--- src/verilog/cpt_params.svh ---
// Constants for the capture and output control block of the control PWM timer
`ifndef CPT_PARAMS_SVH
`define CPT_PARAMS_SVH
`define CPT_CNT_W        12
`define CPT_SEL_FROM_A   1'b0
`define CPT_PROG_SRC_W   3
`define CPT_DLY_W        8
`define CPT_UNLOCK_WIN   3'h4
`define CPT_FAULT_RST    8'h00
`endif

--- src/verilog/cpt_pkg.sv ---
// Types shared by the capture and output control block
`default_nettype none
package cpt_pkg;
    typedef enum logic [2:0] {
        CPT_SRC_TRIG  = 3'h0,
        CPT_SRC_ACLR  = 3'h1,
        CPT_SRC_ASET  = 3'h2,
        CPT_SRC_BSET  = 3'h3,
        CPT_SRC_BCLR  = 3'h4
    } cpt_src_type;
    typedef enum logic [2:0] {
        CPT_DT_A = 3'b001,
        CPT_OT_A = 3'b010,
        CPT_DT_B = 3'b100
    } cpt_phase_dummy_type;
endpackage : cpt_pkg
`default_nettype wire

--- src/verilog/cpt_capture_output.sv ---
// Capture, output control and event generation of the control PWM timer
`include "cpt_params.svh"
`default_nettype none
module cpt_capture_output #(
    parameter int CNT_W = `CPT_CNT_W
) (
    input  wire logic                  i_clock,
    input  wire logic                  i_rst_n,
    input  wire logic                  i_por,
    input  wire logic [7:0]            i_timer_output_fuse,
    input  wire logic [CNT_W-1:0]      i_counter,
    input  wire logic                  i_event_a,
    input  wire logic                  i_event_b,
    input  wire logic                  i_action_a,
    input  wire logic                  i_action_b,
    input  wire logic                  i_sw_snapshot_strobe_a,
    input  wire logic                  i_sw_snapshot_strobe_b,
    input  wire logic                  i_read_a_low,
    input  wire logic                  i_read_b_low,
    input  wire logic                  i_flag_clr_a,
    input  wire logic                  i_flag_clr_b,
    input  wire logic                  i_irq_enable_a,
    input  wire logic                  i_irq_enable_b,
    input  wire logic                  i_unlock_key,
    input  wire logic                  i_instr_step,
    input  wire logic                  i_fault_wr,
    input  wire logic [7:0]            i_fault_wdata,
    input  wire logic                  i_fault_active,
    input  wire logic                  i_dither_ovf,
    input  wire logic                  i_dither_in_dtb,
    input  wire logic [1:0]            i_phase_a,
    input  wire logic [1:0]            i_phase_b,
    input  wire logic                  i_out_c_source_sel,
    input  wire logic                  i_out_d_source_sel,
    input  wire logic                  i_manual_level_override,
    input  wire logic [3:0]            i_manual_levels_a,
    input  wire logic [3:0]            i_manual_levels_b,
    input  wire logic [CNT_W-1:0]      i_a_set_cmp,
    input  wire logic [CNT_W-1:0]      i_a_clr_cmp,
    input  wire logic [CNT_W-1:0]      i_b_set_cmp,
    input  wire logic [CNT_W-1:0]      i_b_clr_cmp,
    input  wire cpt_pkg::cpt_src_type  i_prog_src,
    input  wire logic [7:0]            i_prog_delay,
    output logic [7:0]                 o_snapshot_a_low_byte,
    output logic [7:0]                 o_snapshot_a_high_byte,
    output logic [7:0]                 o_snapshot_b_low_byte,
    output logic [7:0]                 o_snapshot_b_high_byte,
    output logic                       o_input_a_hit_flag,
    output logic                       o_input_b_hit_flag,
    output logic                       o_irq,
    output logic                       o_command_done,
    output logic                       o_input_mode_kick_a,
    output logic                       o_input_mode_kick_b,
    output logic [7:0]                 o_output_fault_config,
    output logic                       o_dtb_stretch,
    output logic                       o_otb_shorten,
    output logic                       o_wave_out_a,
    output logic                       o_wave_out_b,
    output logic                       o_wave_out_c,
    output logic                       o_wave_out_d,
    output logic                       o_b_clear_match,
    output logic                       o_a_set_match,
    output logic                       o_b_set_match,
    output logic                       o_programmable_out_event
);
    import cpt_pkg::*;

    // ****************************************************************
    // State
    // ****************************************************************
    typedef struct packed {
        logic [1:0]       ev_a_s;
        logic [1:0]       ev_b_s;
        logic             ev_a_d;
        logic             ev_b_d;
        logic [CNT_W-1:0] cap_a;
        logic [CNT_W-1:0] cap_b;
        logic [7:0]       hi_a;
        logic [7:0]       hi_b;
        logic             flag_a;
        logic             flag_b;
        logic             busy;
        logic [7:0]       fault;
        logic [2:0]       unlock;
        logic             kick_a;
        logic             kick_b;
        logic             m_bclr;
        logic             m_aset;
        logic             m_bset;
        logic             prog_pend;
        logic [7:0]       prog_cnt;
        logic             prog_ev;
        logic [3:0]       wave;
        logic             dith;
    } cpt_state_type;

    cpt_state_type st_r;
    cpt_state_type st_nxt;
    logic          rise_a;
    logic          rise_b;
    logic          cap_a_go;
    logic          cap_b_go;
    logic          prog_hit;
    logic          lvl_a;
    logic          lvl_b;
    logic          lvl_c;
    logic          lvl_d;

    // Phase code: 0 dead time low bit, 1 on time, chosen by field index
    function automatic logic phase_level(input logic [3:0] f, input logic [1:0] ph);
        phase_level = f[ph];
    endfunction : phase_level

    // ****************************************************************
    // Next state
    // ****************************************************************
    always_comb begin
        st_nxt = st_r;
        // Event pins cross from the event system: two flops first
        st_nxt.ev_a_s = {st_r.ev_a_s[0], i_event_a};
        st_nxt.ev_b_s = {st_r.ev_b_s[0], i_event_b};
        st_nxt.ev_a_d = st_r.ev_a_s[1];
        st_nxt.ev_b_d = st_r.ev_b_s[1];
        rise_a = st_r.ev_a_s[1] & ~st_r.ev_a_d;
        rise_b = st_r.ev_b_s[1] & ~st_r.ev_b_d;
        cap_a_go = (rise_a & i_action_a) | i_sw_snapshot_strobe_a;
        cap_b_go = (rise_b & i_action_b) | i_sw_snapshot_strobe_b;
        // Counter only seen through the capture registers
        if (cap_a_go) begin
            st_nxt.cap_a = i_counter;
        end
        if (cap_b_go) begin
            st_nxt.cap_b = i_counter;
        end
        // High byte frozen at low-byte read so the pair is coherent
        if (i_read_a_low) begin
            st_nxt.hi_a = 8'(st_r.cap_a >> 8);
        end
        if (i_read_b_low) begin
            st_nxt.hi_b = 8'(st_r.cap_b >> 8);
        end
        // Set wins over clear
        st_nxt.flag_a = (rise_a & i_action_a) | (st_r.flag_a & ~i_flag_clr_a);
        st_nxt.flag_b = (rise_b & i_action_b) | (st_r.flag_b & ~i_flag_clr_b);
        st_nxt.busy = i_sw_snapshot_strobe_a | i_sw_snapshot_strobe_b;
        // Same event drives capture and the input-mode logic
        st_nxt.kick_a = rise_a;
        st_nxt.kick_b = rise_b;
        // Protected write window counts instruction steps after the key
        if (i_unlock_key) begin
            st_nxt.unlock = `CPT_UNLOCK_WIN;
        end else if (st_r.unlock != 3'h0 && i_instr_step) begin
            st_nxt.unlock = st_r.unlock - 3'h1;
        end
        if (i_fault_wr && st_r.unlock != 3'h0) begin
            st_nxt.fault = i_fault_wdata;
            st_nxt.unlock = 3'h0;
        end
        st_nxt.m_bclr = (i_counter == i_b_clr_cmp);
        st_nxt.m_aset = (i_counter == i_a_set_cmp);
        st_nxt.m_bset = (i_counter == i_b_set_cmp);
        unique case (i_prog_src)
            CPT_SRC_TRIG: prog_hit = rise_a | rise_b;
            CPT_SRC_ACLR: prog_hit = (i_counter == i_a_clr_cmp);
            CPT_SRC_ASET: prog_hit = st_nxt.m_aset;
            CPT_SRC_BSET: prog_hit = st_nxt.m_bset;
            default:      prog_hit = st_nxt.m_bclr;
        endcase
        st_nxt.prog_ev = 1'b0;
        if (st_r.prog_pend) begin
            if (st_r.prog_cnt == 8'h00) begin
                st_nxt.prog_ev = 1'b1;
                st_nxt.prog_pend = 1'b0;
            end else begin
                st_nxt.prog_cnt = st_r.prog_cnt - 8'h01;
            end
        end else if (prog_hit) begin
            if (i_prog_delay == 8'h00) begin
                st_nxt.prog_ev = 1'b1;
            end else begin
                st_nxt.prog_pend = 1'b1;
                st_nxt.prog_cnt = i_prog_delay - 8'h01;
            end
        end
        // One-ramp: A and B only see their own phase fields; C and D copy A or B
        lvl_a = i_manual_level_override ? phase_level(i_manual_levels_a, i_phase_a)
                                        : i_phase_a[0];
        lvl_b = i_manual_level_override ? phase_level(i_manual_levels_b, i_phase_b)
                                        : i_phase_b[0];
        lvl_c = (i_out_c_source_sel == `CPT_SEL_FROM_A) ? lvl_a : lvl_b;
        lvl_d = (i_out_d_source_sel == `CPT_SEL_FROM_A) ? lvl_a : lvl_b;
        // Each pin has its own fault level, so C and D do not follow A or B here
        if (i_fault_active) begin
            lvl_a = st_r.fault[0];
            lvl_b = st_r.fault[1];
            lvl_c = st_r.fault[2];
            lvl_d = st_r.fault[3];
        end
        st_nxt.wave[0] = lvl_a & st_r.fault[4];
        st_nxt.wave[1] = lvl_b & st_r.fault[5];
        st_nxt.wave[2] = lvl_c & st_r.fault[6];
        st_nxt.wave[3] = lvl_d & st_r.fault[7];
        // Registered so the dither marks change only on clock edges
        st_nxt.dith = i_dither_ovf & i_dither_in_dtb;
        if (!i_rst_n) begin
            st_nxt = '0;
            // Fault config survives ordinary resets via the fuse image
            st_nxt.fault = i_por ? `CPT_FAULT_RST : i_timer_output_fuse;
        end
    end

    always_ff @(posedge i_clock) begin
        st_r <= st_nxt;
    end

    // ****************************************************************
    // Outputs
    // ****************************************************************
    assign o_snapshot_a_low_byte    = st_r.cap_a[7:0];
    assign o_snapshot_a_high_byte   = st_r.hi_a;
    assign o_snapshot_b_low_byte    = st_r.cap_b[7:0];
    assign o_snapshot_b_high_byte   = st_r.hi_b;
    assign o_input_a_hit_flag       = st_r.flag_a;
    assign o_input_b_hit_flag       = st_r.flag_b;
    assign o_irq = (st_r.flag_a & i_irq_enable_a) | (st_r.flag_b & i_irq_enable_b);
    assign o_command_done           = ~st_r.busy;
    assign o_input_mode_kick_a      = st_r.kick_a;
    assign o_input_mode_kick_b      = st_r.kick_b;
    assign o_output_fault_config    = st_r.fault;
    assign o_dtb_stretch            = st_r.dith;
    assign o_otb_shorten            = st_r.dith;
    assign o_wave_out_a             = st_r.wave[0];
    assign o_wave_out_b             = st_r.wave[1];
    assign o_wave_out_c             = st_r.wave[2];
    assign o_wave_out_d             = st_r.wave[3];
    assign o_b_clear_match          = st_r.m_bclr;
    assign o_a_set_match            = st_r.m_aset;
    assign o_b_set_match            = st_r.m_bset;
    assign o_programmable_out_event = st_r.prog_ev;

    // ****************************************************************
    // Checks
    // ****************************************************************
    flag_set_a: assert property (@(posedge i_clock) disable iff (!i_rst_n)
        (rise_a && i_action_a) |=> o_input_a_hit_flag)
        else $error("flag A not set after capture event");
    flag_hold_a: assert property (@(posedge i_clock) disable iff (!i_rst_n)
        (o_input_a_hit_flag && !i_flag_clr_a) |=> o_input_a_hit_flag)
        else $error("flag A dropped without clear");
    irq_gate_a: assert property (@(posedge i_clock) disable iff (!i_rst_n)
        (o_input_a_hit_flag && i_irq_enable_a) |-> o_irq)
        else $error("enabled flag gives no interrupt");
    cap_load_a: assert property (@(posedge i_clock) disable iff (!i_rst_n)
        i_sw_snapshot_strobe_a |=> (o_snapshot_a_low_byte == $past(i_counter[7:0]))
        && !o_command_done)
        else $error("software capture A wrong");
    hi_freeze_a: assert property (@(posedge i_clock) disable iff (!i_rst_n)
        i_read_a_low |=> o_snapshot_a_high_byte == $past(st_r.cap_a[11:8]))
        else $error("high byte not frozen");
    prog_pulse_a: assert property (@(posedge i_clock) disable iff (!i_rst_n)
        o_programmable_out_event |=> !o_programmable_out_event)
        else $error("programmable event longer than a cycle");
    locked_wr_a: assert property (@(posedge i_clock) disable iff (!i_rst_n)
        (i_fault_wr && st_r.unlock == 3'h0 && !i_unlock_key)
        |=> $stable(o_output_fault_config))
        else $error("locked fault config changed");
    gate_out_a: assert property (@(posedge i_clock) disable iff (!i_rst_n)
        !o_output_fault_config[4] |=> !o_wave_out_a || $past(o_output_fault_config[4]))
        else $error("disabled output driven");
    fault_lvl_c_a: assert property (@(posedge i_clock) disable iff (!i_rst_n)
        (i_fault_active && o_output_fault_config[6])
        |=> o_wave_out_c == $past(o_output_fault_config[2]))
        else $error("output C ignores its own fault level");
    dith_mark_a: assert property (@(posedge i_clock) disable iff (!i_rst_n)
        (i_dither_ovf && i_dither_in_dtb) |=> (o_dtb_stretch && o_otb_shorten))
        else $error("dither marks missing");
    cv_cap: cover property (@(posedge i_clock) rise_a && i_action_a);
    cv_sw: cover property (@(posedge i_clock) i_sw_snapshot_strobe_b);
    cv_prog: cover property (@(posedge i_clock) o_programmable_out_event);
    cv_fault: cover property (@(posedge i_clock) i_fault_active && o_wave_out_c);
    cv_delay: cover property (@(posedge i_clock) o_programmable_out_event && i_prog_delay[7]);
endmodule : cpt_capture_output
`default_nettype wire

--- config.mk ---
export PLATFORM = sky130hd
export DESIGN_NAME = cpt_capture_output
export DESIGN_NICKNAME = d
export VERILOG_FILES = /design/src/verilog/cpt_pkg.sv /design/src/verilog/cpt_capture_output.sv
export VERILOG_INCLUDE_DIRS = /design/src /design/src/verilog
export SDC_FILE = /design/constraint.sdc
export NUM_CORES = 1
export LEC_CHECK = 0
export ABC_CLOCK_PERIOD_IN_PS = 1900
export BUFFER_PORTS_ARGS = -buffer_cell sky130_fd_sc_hd__buf_2
export CELL_PAD_IN_SITES_DETAIL_PLACEMENT = 1
export CELL_PAD_IN_SITES_GLOBAL_PLACEMENT = 2
export CORE_MARGIN = 3
export CORE_UTILIZATION = 24
export DETAILED_ROUTE_END_ITERATION = 10
export PLACE_DENSITY = 0.85
export SETUP_SLACK_MARGIN = 0.3
export SLEW_MARGIN = 25
export SYNTH_ARGS = -nofsm -noshare
export SYNTH_HDL_FRONTEND = slang
export SYNTH_SLANG_ARGS = --single-unit
--- constraint.sdc ---
create_clock -name i_clock -period 1.9 [get_ports i_clock]
set_clock_uncertainty 0.15 [all_clocks]
set_input_delay 0.095 -clock i_clock [delete_from_list [all_inputs] [get_ports i_clock]]
set_output_delay 0.095 -clock i_clock [all_outputs]
set_load 0.02 [all_outputs]
Word level (Yosys, flattened, before mapping):

Cells that the tools add are included.

* add/subtract/negate cells: 3
* $lt $le $gt $ge: 2
* eq/ne operators: 10
* mux-type cells: 25
* bitwise gates (word level): 26
* reduce and logical (&&, ||, !) cells: 11

Operators with widths (number)
* == test 12 bit: 4
* 2-to-1 mux 31 bit: 1
* 2-to-1 mux 10 bit: 2
* zero test 8 bit: 2
* 2-to-1 mux 8 bit: 2
* subtractor 8 x 1 -> 8 bit, second input constant: 2
* bitwise AND 1 bit: 13
* 2-to-1 mux 1 bit: 13
* 2-to-1 mux 11 bit: 1
* 2-to-1 mux 9 bit: 1
* OR 1 bit: 7
* == test 3 x 2 -> 1 bit, second input constant: 2
* < comparator 2 x 3 -> 1 bit, second input constant: 2
* 2-to-1 mux 3 bit: 2
* NOT 1 bit: 6
* binary-select mux 1 bit (select 2 bit): 2
* inequality test 2 bit, second input constant: 2
* case mux 1 bit (4 select lines): 1
* nonzero test 2 bit: 2
* == test 3 x 1 -> 1 bit, second input constant: 1
* zero test 3 bit: 1
* AND reduction 3 bit: 1
* nonzero test 3 bit: 1
* OR reduction 3 bit: 1
* 4 further kinds: 5

* flip-flop bits (word level): 72
* output and inout port bits: 56

Logic depth before layout (Yosys ltp):

Gate-level depths: netlist (run 1).

* depth in word-level cells: 7
* depth in mapped cells: 9

Worst setup path before layout (run 1):

No wires, ideal clock.

* path type: input-to-reg
* from: input i_counter[0]
* to: register st_r[13] in the netlist's numbering
* setup time: 0.086 ns
* arrival time: 1.575 ns
* data required time: 1.664 ns
* slack: 0.089 ns
* stages: 8
* path through: buf_2 -> xor2_1 -> nor4_1 -> a41o_1 -> a211oi_2 -> o31a_1 -> buf_6 -> a221oi_2

* cells in the longest elaborated chain, start to end: 4
* elaborated cells between the ends (all ways): 7
* those cells by class: eq/ne: 4; mux: 1; reduce/logical: 2

Ends and longest elaborated chain
* from (decl): RTL line cpt_capture_output.sv:11 `input wire logic [CNT_W-1:0] i_counter,`
* == test 12 bit (on tied branches)
* case mux 1 bit (4 select lines) *: RTL line cpt_capture_output.sv:162 `unique case (i_prog_src)`
* nonzero test 2 bit (no line) *
* AND reduction 3 bit (no line) *
* to (signal assigned): RTL line cpt_capture_output.sv:213 `st_r <= st_nxt;`
* to (decl): RTL line cpt_capture_output.sv:97 `cpt_state_type st_r;`

Mark *: on every way between the ends. The rest lies on a longest branch, timed or not.
A chain may end at the register's enable or synchronous reset.

Worst setup path in the final report (run 1):

* from: register st_r[7] in the netlist's numbering
* to: register st_r[13] in the netlist's numbering

* cells in the longest elaborated chain, start to end: 3
* elaborated cells between the ends (all ways): 6
* those cells by class: add/sub: 1; eq/ne: 1; mux: 2; reduce/logical: 2

Ends and longest elaborated chain (RTL line)
* subtractor 8 x 1 -> 8 bit or zero test 8 bit (tied branches): cpt_capture_output.sv:175, cpt_capture_output.sv:171
* 2-to-1 mux 8 bit or inequality test 2 bit (tied branches)
* 2-to-1 mux 10 bit or AND reduction 3 bit (tied branches)

Several ways; a longest one is shown, not always the timed one. The select of a mux whose other input is x is not followed.

==> flow_summary.json, run 1 <==
{
  "end_kind": "register",
  "clkLatencyLatePin_ps": 340,
  "wl_met3_um": 843,
  "place_congestion": 0.8243,
  "rsz0062_at_grt": "yes",
  "start_util": 0.2477,
  "grt_max_degree": 23,
  "grt_overflow": 0,
  "antenna_cells": 0,
  "criticalPathCategory": "reg -> reg",
  "hp-class": "in -> reg",
  "relSlewSlack": 0.6528,
  "utilization": 0.3616,
  "syn-cell-area_sq_mm": 0.003963,
  "n_fill_cell": 1911,
  "grtUsageTotal": 0.1490,
  "synth_cell_types": 47,
  "first_global_vias": 3981,
  "drive_gt1_frac": 0.4425,
  "setup_viol": 0,
  "cts_sinks": 72,
  "yosysWarnings": 0,
  "startpoint_type": "register",
  "status": "finished with violations",
  "whs_ps": -19.92,
  "pre_cts_ws_ps": -272.5,
  "avgSynthCellArea_sq_um": 9.435,
  "fin_ws_ps": 129.3,
  "violations": "negative hold slack",
  "worstMarginPinSlew_ps": 518.8,
  "fp.coreArea_sq_mm": 0.01600,
  "synth-edff-count": 8,
  "syn_to_final_growth_pct": 46.01,
  "stdcell_count": 833,
  "num_io_pins": 179,
  "pwr-share-seq": 0.386,
  "port_buffers": 170,
  "ys_async_sr_fraction": 0,
  "clkPwrFrac": 0.375,
  "max-cap-violations": 0,
  "cts_tree": "built",
  "switchingPower_mw": 1.295,
  "dieArea_sq_mm": 0.01809,
  "synth.largest_area_cell": "dfxtp_1",
  "netSwitchingFraction": 0.2920,
  "powerDensity_mw_per_mm2": 766.4,
  "cts-root-buf": "clkbuf_16",
  "path_max_fanout": 8,
  "rows": 46,
  "power_mw": 4.434,
  "via_count": 3670,
  "die_x_um": 134.5,
  "rrSetupSlack_ps": 130,
  "ant_nets": 0,
  "wirelength_um": 13850,
  "ys_ff_latch": 72,
  "placed_cells": 778,
  "p_int_mw": 3.139,
  "period_share": 0.9319,
  "grt_pass1_wl_um": 21090,
  "required_ps": 2000,
  "wl_met2_um": 7072,
  "synth-main-ff-cell": "dfxtp_1",
  "vias_per_cell": 4.406,
  "multiInputGateArea_sq_mm": 0.002177,
  "cts_buffers": 9,
  "p_comb_frac": 0.239,
  "wl_met1_um": 5627,
  "dpl_cell_area_sq_mm": 0.004920,
  "final_cell_area_sq_mm": 0.005786,
  "leakage_nw": 2.675,
  "fmaxAchievable_mhz": 564.7,
  "synthTopCellsByArea": "dfxtp_1 32%, mux2i_1 9.1%, xnor2_1 9.1%",
  "vdd_drop_max_v": 0.0003838,
  "hold_violations": 1,
  "maxSlewViolCount": 0,
  "synth_top_area_frac": 0.3233,
  "clk_pin_slew_ps": 60,
  "first_pass_iters": 4,
  "htreeDepth": 3,
  "layout.area.seq_sq_mm": 0.001528,
  "drt_iter0_drc": 125,
  "dpl.hpwl_um": 10450,
  "dieHeight_um": 134.5,
  "antenna_found_initial": 0,
  "syn_inst": 420,
  "clockBufferDepth": 2,
  "highest_layer": "met4",
  "drc": 0,
  "seq_area_frac_synth": 0.3840,
  "final_nets": 740,
  "worstPathArrival_ps": 1880,
  "final.min_clock_period_ps": 1771,
  "wire_per_inst_um": 16.63
}
metrics by stage:
| stage | hold WS (ps) | setup TNS, ps |
|---|---|---|
| after floorplan | 22.35 | 0 |
| after global placement | 144.4 | -1360 |
| after detailed placement | 162.3 | -1819 |
| after CTS | 10.67 | 0 |
| after global routing | 12.31 | 0 |
| final | -19.92 | 0 |
layout make-up:
| cell class | instances | area share |
|---|---|---|
| clock inverter | 5 | 0.004974 |
| tap | 216 | 0.04671 |
| timing repair buffer | 239 | 0.2545 |
| sequential | 72 | 0.2641 |
| multi-input combinational | 278 | 0.3763 |
| inverter | 12 | 0.007785 |
| clock buffer | 11 | 0.04563 |
cells by family after synthesis:
family                   count (synthesis)  synth area share
AND/OR/NAND/NOR                        117            0.1443
buffers and inverters                   77            0.1301
flip-flops                              72            0.3840
XOR/XNOR                                57            0.1260
AO/OA/AOI/OAI                           51           0.09663
multiplexers                            40            0.1023
adder cells (fa/ha/maj)                  5           0.01579
other                                    1         0.0009464
synthesized netlist by cell type (all sizes together), types with 3 or more instances:
master,instances
clkbuf,9
xnor2,41
xor2,16
a22o,9
nor3,6
inv,12
nor4,9
and3,5
nand2,17
dfxtp,64
ha,5
edfxtp,8
nor2,48
mux2i,36
nand4,9
mux2,4
and2,9
a21oi,10
nand3,3
nor2b,4
o21ai,11
buf,56
o32ai,3
power groups by stage:
| stage | Clock [mW] | Sequential (mW) | Combinational [mW] |
|---|---|---|---|
| floorplan | 0 | 1.73 | 0.631 |
| global placement | 0 | 1.73 | 0.894 |
| detailed placement | 0 | 1.74 | 0.919 |
| CTS | 1.72 | 1.71 | 1.00 |
| global route | 1.78 | 1.73 | 1.15 |
| finish | 1.66 | 1.71 | 1.06 |
final timing paths:
| path | cells past startpoint | end | start |
|---|---|---|---|
| max | 8 | st_r[13] | st_r[7] |
| min reg2reg | 1 | st_r[77] | st_r[76] |
| max reg2reg | 8 | st_r[13] | st_r[7] |
| min | 4 | o_input_a_hit_flag | i_flag_clr_a |
cell usage in the layout, fill, tap and decap left out, drive strengths merged, types with 8 or more instances in the layout:
cell type and n:
edfxtp 8, conb 8, dlygate4sd3 36, xor2 16
xnor2 41, a21oi 10, clkbuf 12, inv 12
dfxtp 64, buf 202, nor4 9, nand4 9
nor2 48, o21ai 11, mux2i 36, and2 9
a22o 9, nand2 17
registers in the layout, indices dropped and copies added (netlist names):
name	count
o_wave_out_c	1
o_wave_out_d	1
o_wave_out_b	1
o_programmable_out_event	1
o_wave_out_a	1
o_snapshot_a_low_byte	8
o_input_mode_kick_a	1
o_b_set_match	1
o_dtb_stretch	1
st_r	27
o_snapshot_b_high_byte	4
o_input_b_hit_flag	1
o_snapshot_b_low_byte	8
o_snapshot_a_high_byte	4
o_input_a_hit_flag	1
o_input_mode_kick_b	1
o_a_set_match	1
o_b_clear_match	1
o_output_fault_config	8
worst max-delay path, cell delays in order, from the launching register on:
cell and delay [ps]:
dfxtp_2 340, inv_2 50, ha_4 160, nand2_4 60, nor3_2 40, nand3_2 120, nand2_2 90, o31a_4 410
a221oi_2 250
metal layers:
| layer | GRT usage | vias to the layer above |
|---|---|---|
| li1 | - | 1780 |
| met1 | 0.1695 | 1744 |
| met2 | 0.2645 | 120 |
| met3 | 0.04955 | 26 |
| met4 | 0.04638 | 0 |
| met5 | 0 | - |
what timing repair did:
| item | 4_1_cts | 5_1_grt |
|---|---|---|
| pin swaps | 10 | 12 |
| gates resized for setup | 19 | 30 |
| hold endpoints to repair | 35 | 0 |
| endpoints found under the setup margin | 26 | 41 |
| setup buffers | 0 | 3 |
| hold buffers | 37 | 0 |
No activity file was read; power rests on OpenSTA's default activity.
==> inputs of run 2 (changes only) <==
Settings changed: ABC_CLOCK_PERIOD_IN_PS 1900 to 1600, CORE_UTILIZATION 24 to 25, CTS_BUF_LIST set to sky130_fd_sc_hd__clkbuf_8, PLACE_DENSITY 0.85 to 0.87.
Clock period 1.9 ns to 1.6 ns, I/O delays scaled along.
==> flow_summary.json, run 2 (synthesis gave the netlist of run 1 again) <==
{
  "via_count": 3914,
  "vias_per_cell": 4.494,
  "vdd_drop_max_v": 0.0003806,
  "wire_per_inst_um": 18.11,
  "startpoint_type": "input port",
  "end_kind": "register",
  "regMostFlops": "st_r",
  "fp.coreArea_sq_mm": 0.01537,
  "final_nets": 782,
  "placed_cells": 793,
  "setup_viol": 33,
  "rows": 45,
  "fmaxAchievable_mhz": 542.2,
  "first_global_vias": 4363,
  "required_ps": 1730,
  "die_x_um": 131.9,
  "start_util": 0.2578,
  "slowest_stage": "nor4_1",
  "n_fill_cell": 1805,
  "max-cap-violations": 0,
  "syn_to_final_growth_pct": 56.77,
  "antenna_found_initial": 0,
  "port_buffers": 170,
  "drc": 0,
  "clockBufferDepth": 2,
  "period_share": 1.153,
  "clk_pin_slew_ps": 90,
  "dpl.hpwl_um": 11190,
  "dieArea_sq_mm": 0.01740,
  "worstPathArrival_ps": 1970,
  "slowest_delay_ps": 460,
  "whs_ps": -41.24,
  "first_pass_iters": 4,
  "final_cell_area_sq_mm": 0.006212,
  "power_mw": 5.230,
  "cts_buffers": 9,
  "place_congestion": 0.8321,
  "rsz0062_at_grt": "yes",
  "dieHeight_um": 131.9,
  "dpl_cell_area_sq_mm": 0.005174,
  "htreeDepth": 3,
  "hold_violations": 2,
  "grt_max_degree": 18,
  "final.min_clock_period_ps": 1844,
  "cts_tree": "built",
  "multiInputGateArea_sq_mm": 0.002246,
  "violations": "negative hold slack, negative setup slack",
  "largest_reg_flops": 27,
  "powerDensity_mw_per_mm2": 841.9,
  "criticalPathCategory": "in -> reg",
  "grt_overflow": 0,
  "grt_pass1_wl_um": 23580,
  "mostFrequentLayoutCell": "buf_2",
  "critPathTopFamily": "compound AO/OA/AOI/OAI gates",
  "crit_chain": "buf_2 > xor2_1 > nor4_1 > a41o_1 > a211oi_4 > o31a_4 > o32ai_2",
  "maxSlewViolCount": 0,
  "cts_sinks": 72,
  "fin_ws_ps": -244.3,
  "drt_iter0_drc": 91,
  "drive_gt1_frac": 0.4825,
  "clkLatencyLatePin_ps": 360,
  "postCtsHoldBufs": 42,
  "path_max_fanout": 8,
  "cp_num_buf_inv": 1,
  "leakage_nw": 2.885,
  "wirelength_um": 15770,
  "most-common-layout-cells": "169 x buf_2, 57 x dfxtp_1, 56 x buf_4",
  "grtUsageTotal": 0.1719,
  "layout.area.seq_sq_mm": 0.001530,
  "status": "finished with violations",
  "stdcell_count": 871,
  "ant_nets": 0,
  "cts-root-buf": "clkbuf_8",
  "num_io_pins": 179,
  "hp-class": "in -> reg"
}
## run 2: stage by stage
stage,setup WS [ps],TNS (ps),hold WS (ps),util
floorplan,-155.7,-1142,-0.09032,-
global placement,-583.0,-5238,127.5,0.3366
detailed placement,-688.3,-5796,136.1,0.3366
CTS,-226.1,-1795,-66.06,0.3923
global route,-324.2,-5536,-28.00,0.4040
finish,-244.3,-3730,-41.24,0.4042
## run 2: cell type report
class | count | area share
antenna | 1 | 0.0004028
clock buffer | 9 | 0.01994
clock inverter | 7 | 0.01652
inverter | 12 | 0.007251
multi-input combinational | 278 | 0.3615
sequential | 72 | 0.2463
tap | 211 | 0.04250
timing repair buffer | 281 | 0.3055
## run 2: routing by layer
layer  GRT usage  vias up  share of wire
li1            -     1853              -
met1      0.1755     1884           0.38
met2      0.3278      154           0.54
met3     0.05802       23          0.064
met4     0.05368        0          0.022
met5           0        -              0
## run 2: worst paths after layout
kind                        from            end  slack [ps]  cells past startpoint
setup / recovery    i_counter[5]       st_r[11]        -240                      7
hold / removal    i_a_set_cmp[5]  o_a_set_match         -40                      4
setup reg to reg        st_r[79]       st_r[13]        -240                      8
hold reg to reg         st_r[76]       st_r[77]         310                      1
## run 2: what timing repair did
action,in CTS,in global routing
setup endpoints to repair,53,49
cloned,0,2
gates resized for setup,35,17
hold endpoints to repair,53,2
buffers inserted,8,9
pin swaps,19,20
## run 2: power breakdown
part           total (mW)  internal (mW)  switching (mW)
clock                1.72          0.898           0.817
combinational        1.50          0.743           0.754
sequential           2.02           1.95          0.0679
total                5.23           3.59            1.64
## run 2: worst min-delay path, delay by kind of cell
kind | cells | cell delay, ps
xor+xnor | 1 | 60
buf+inv | 1 | 90
simple gates | 2 | 200
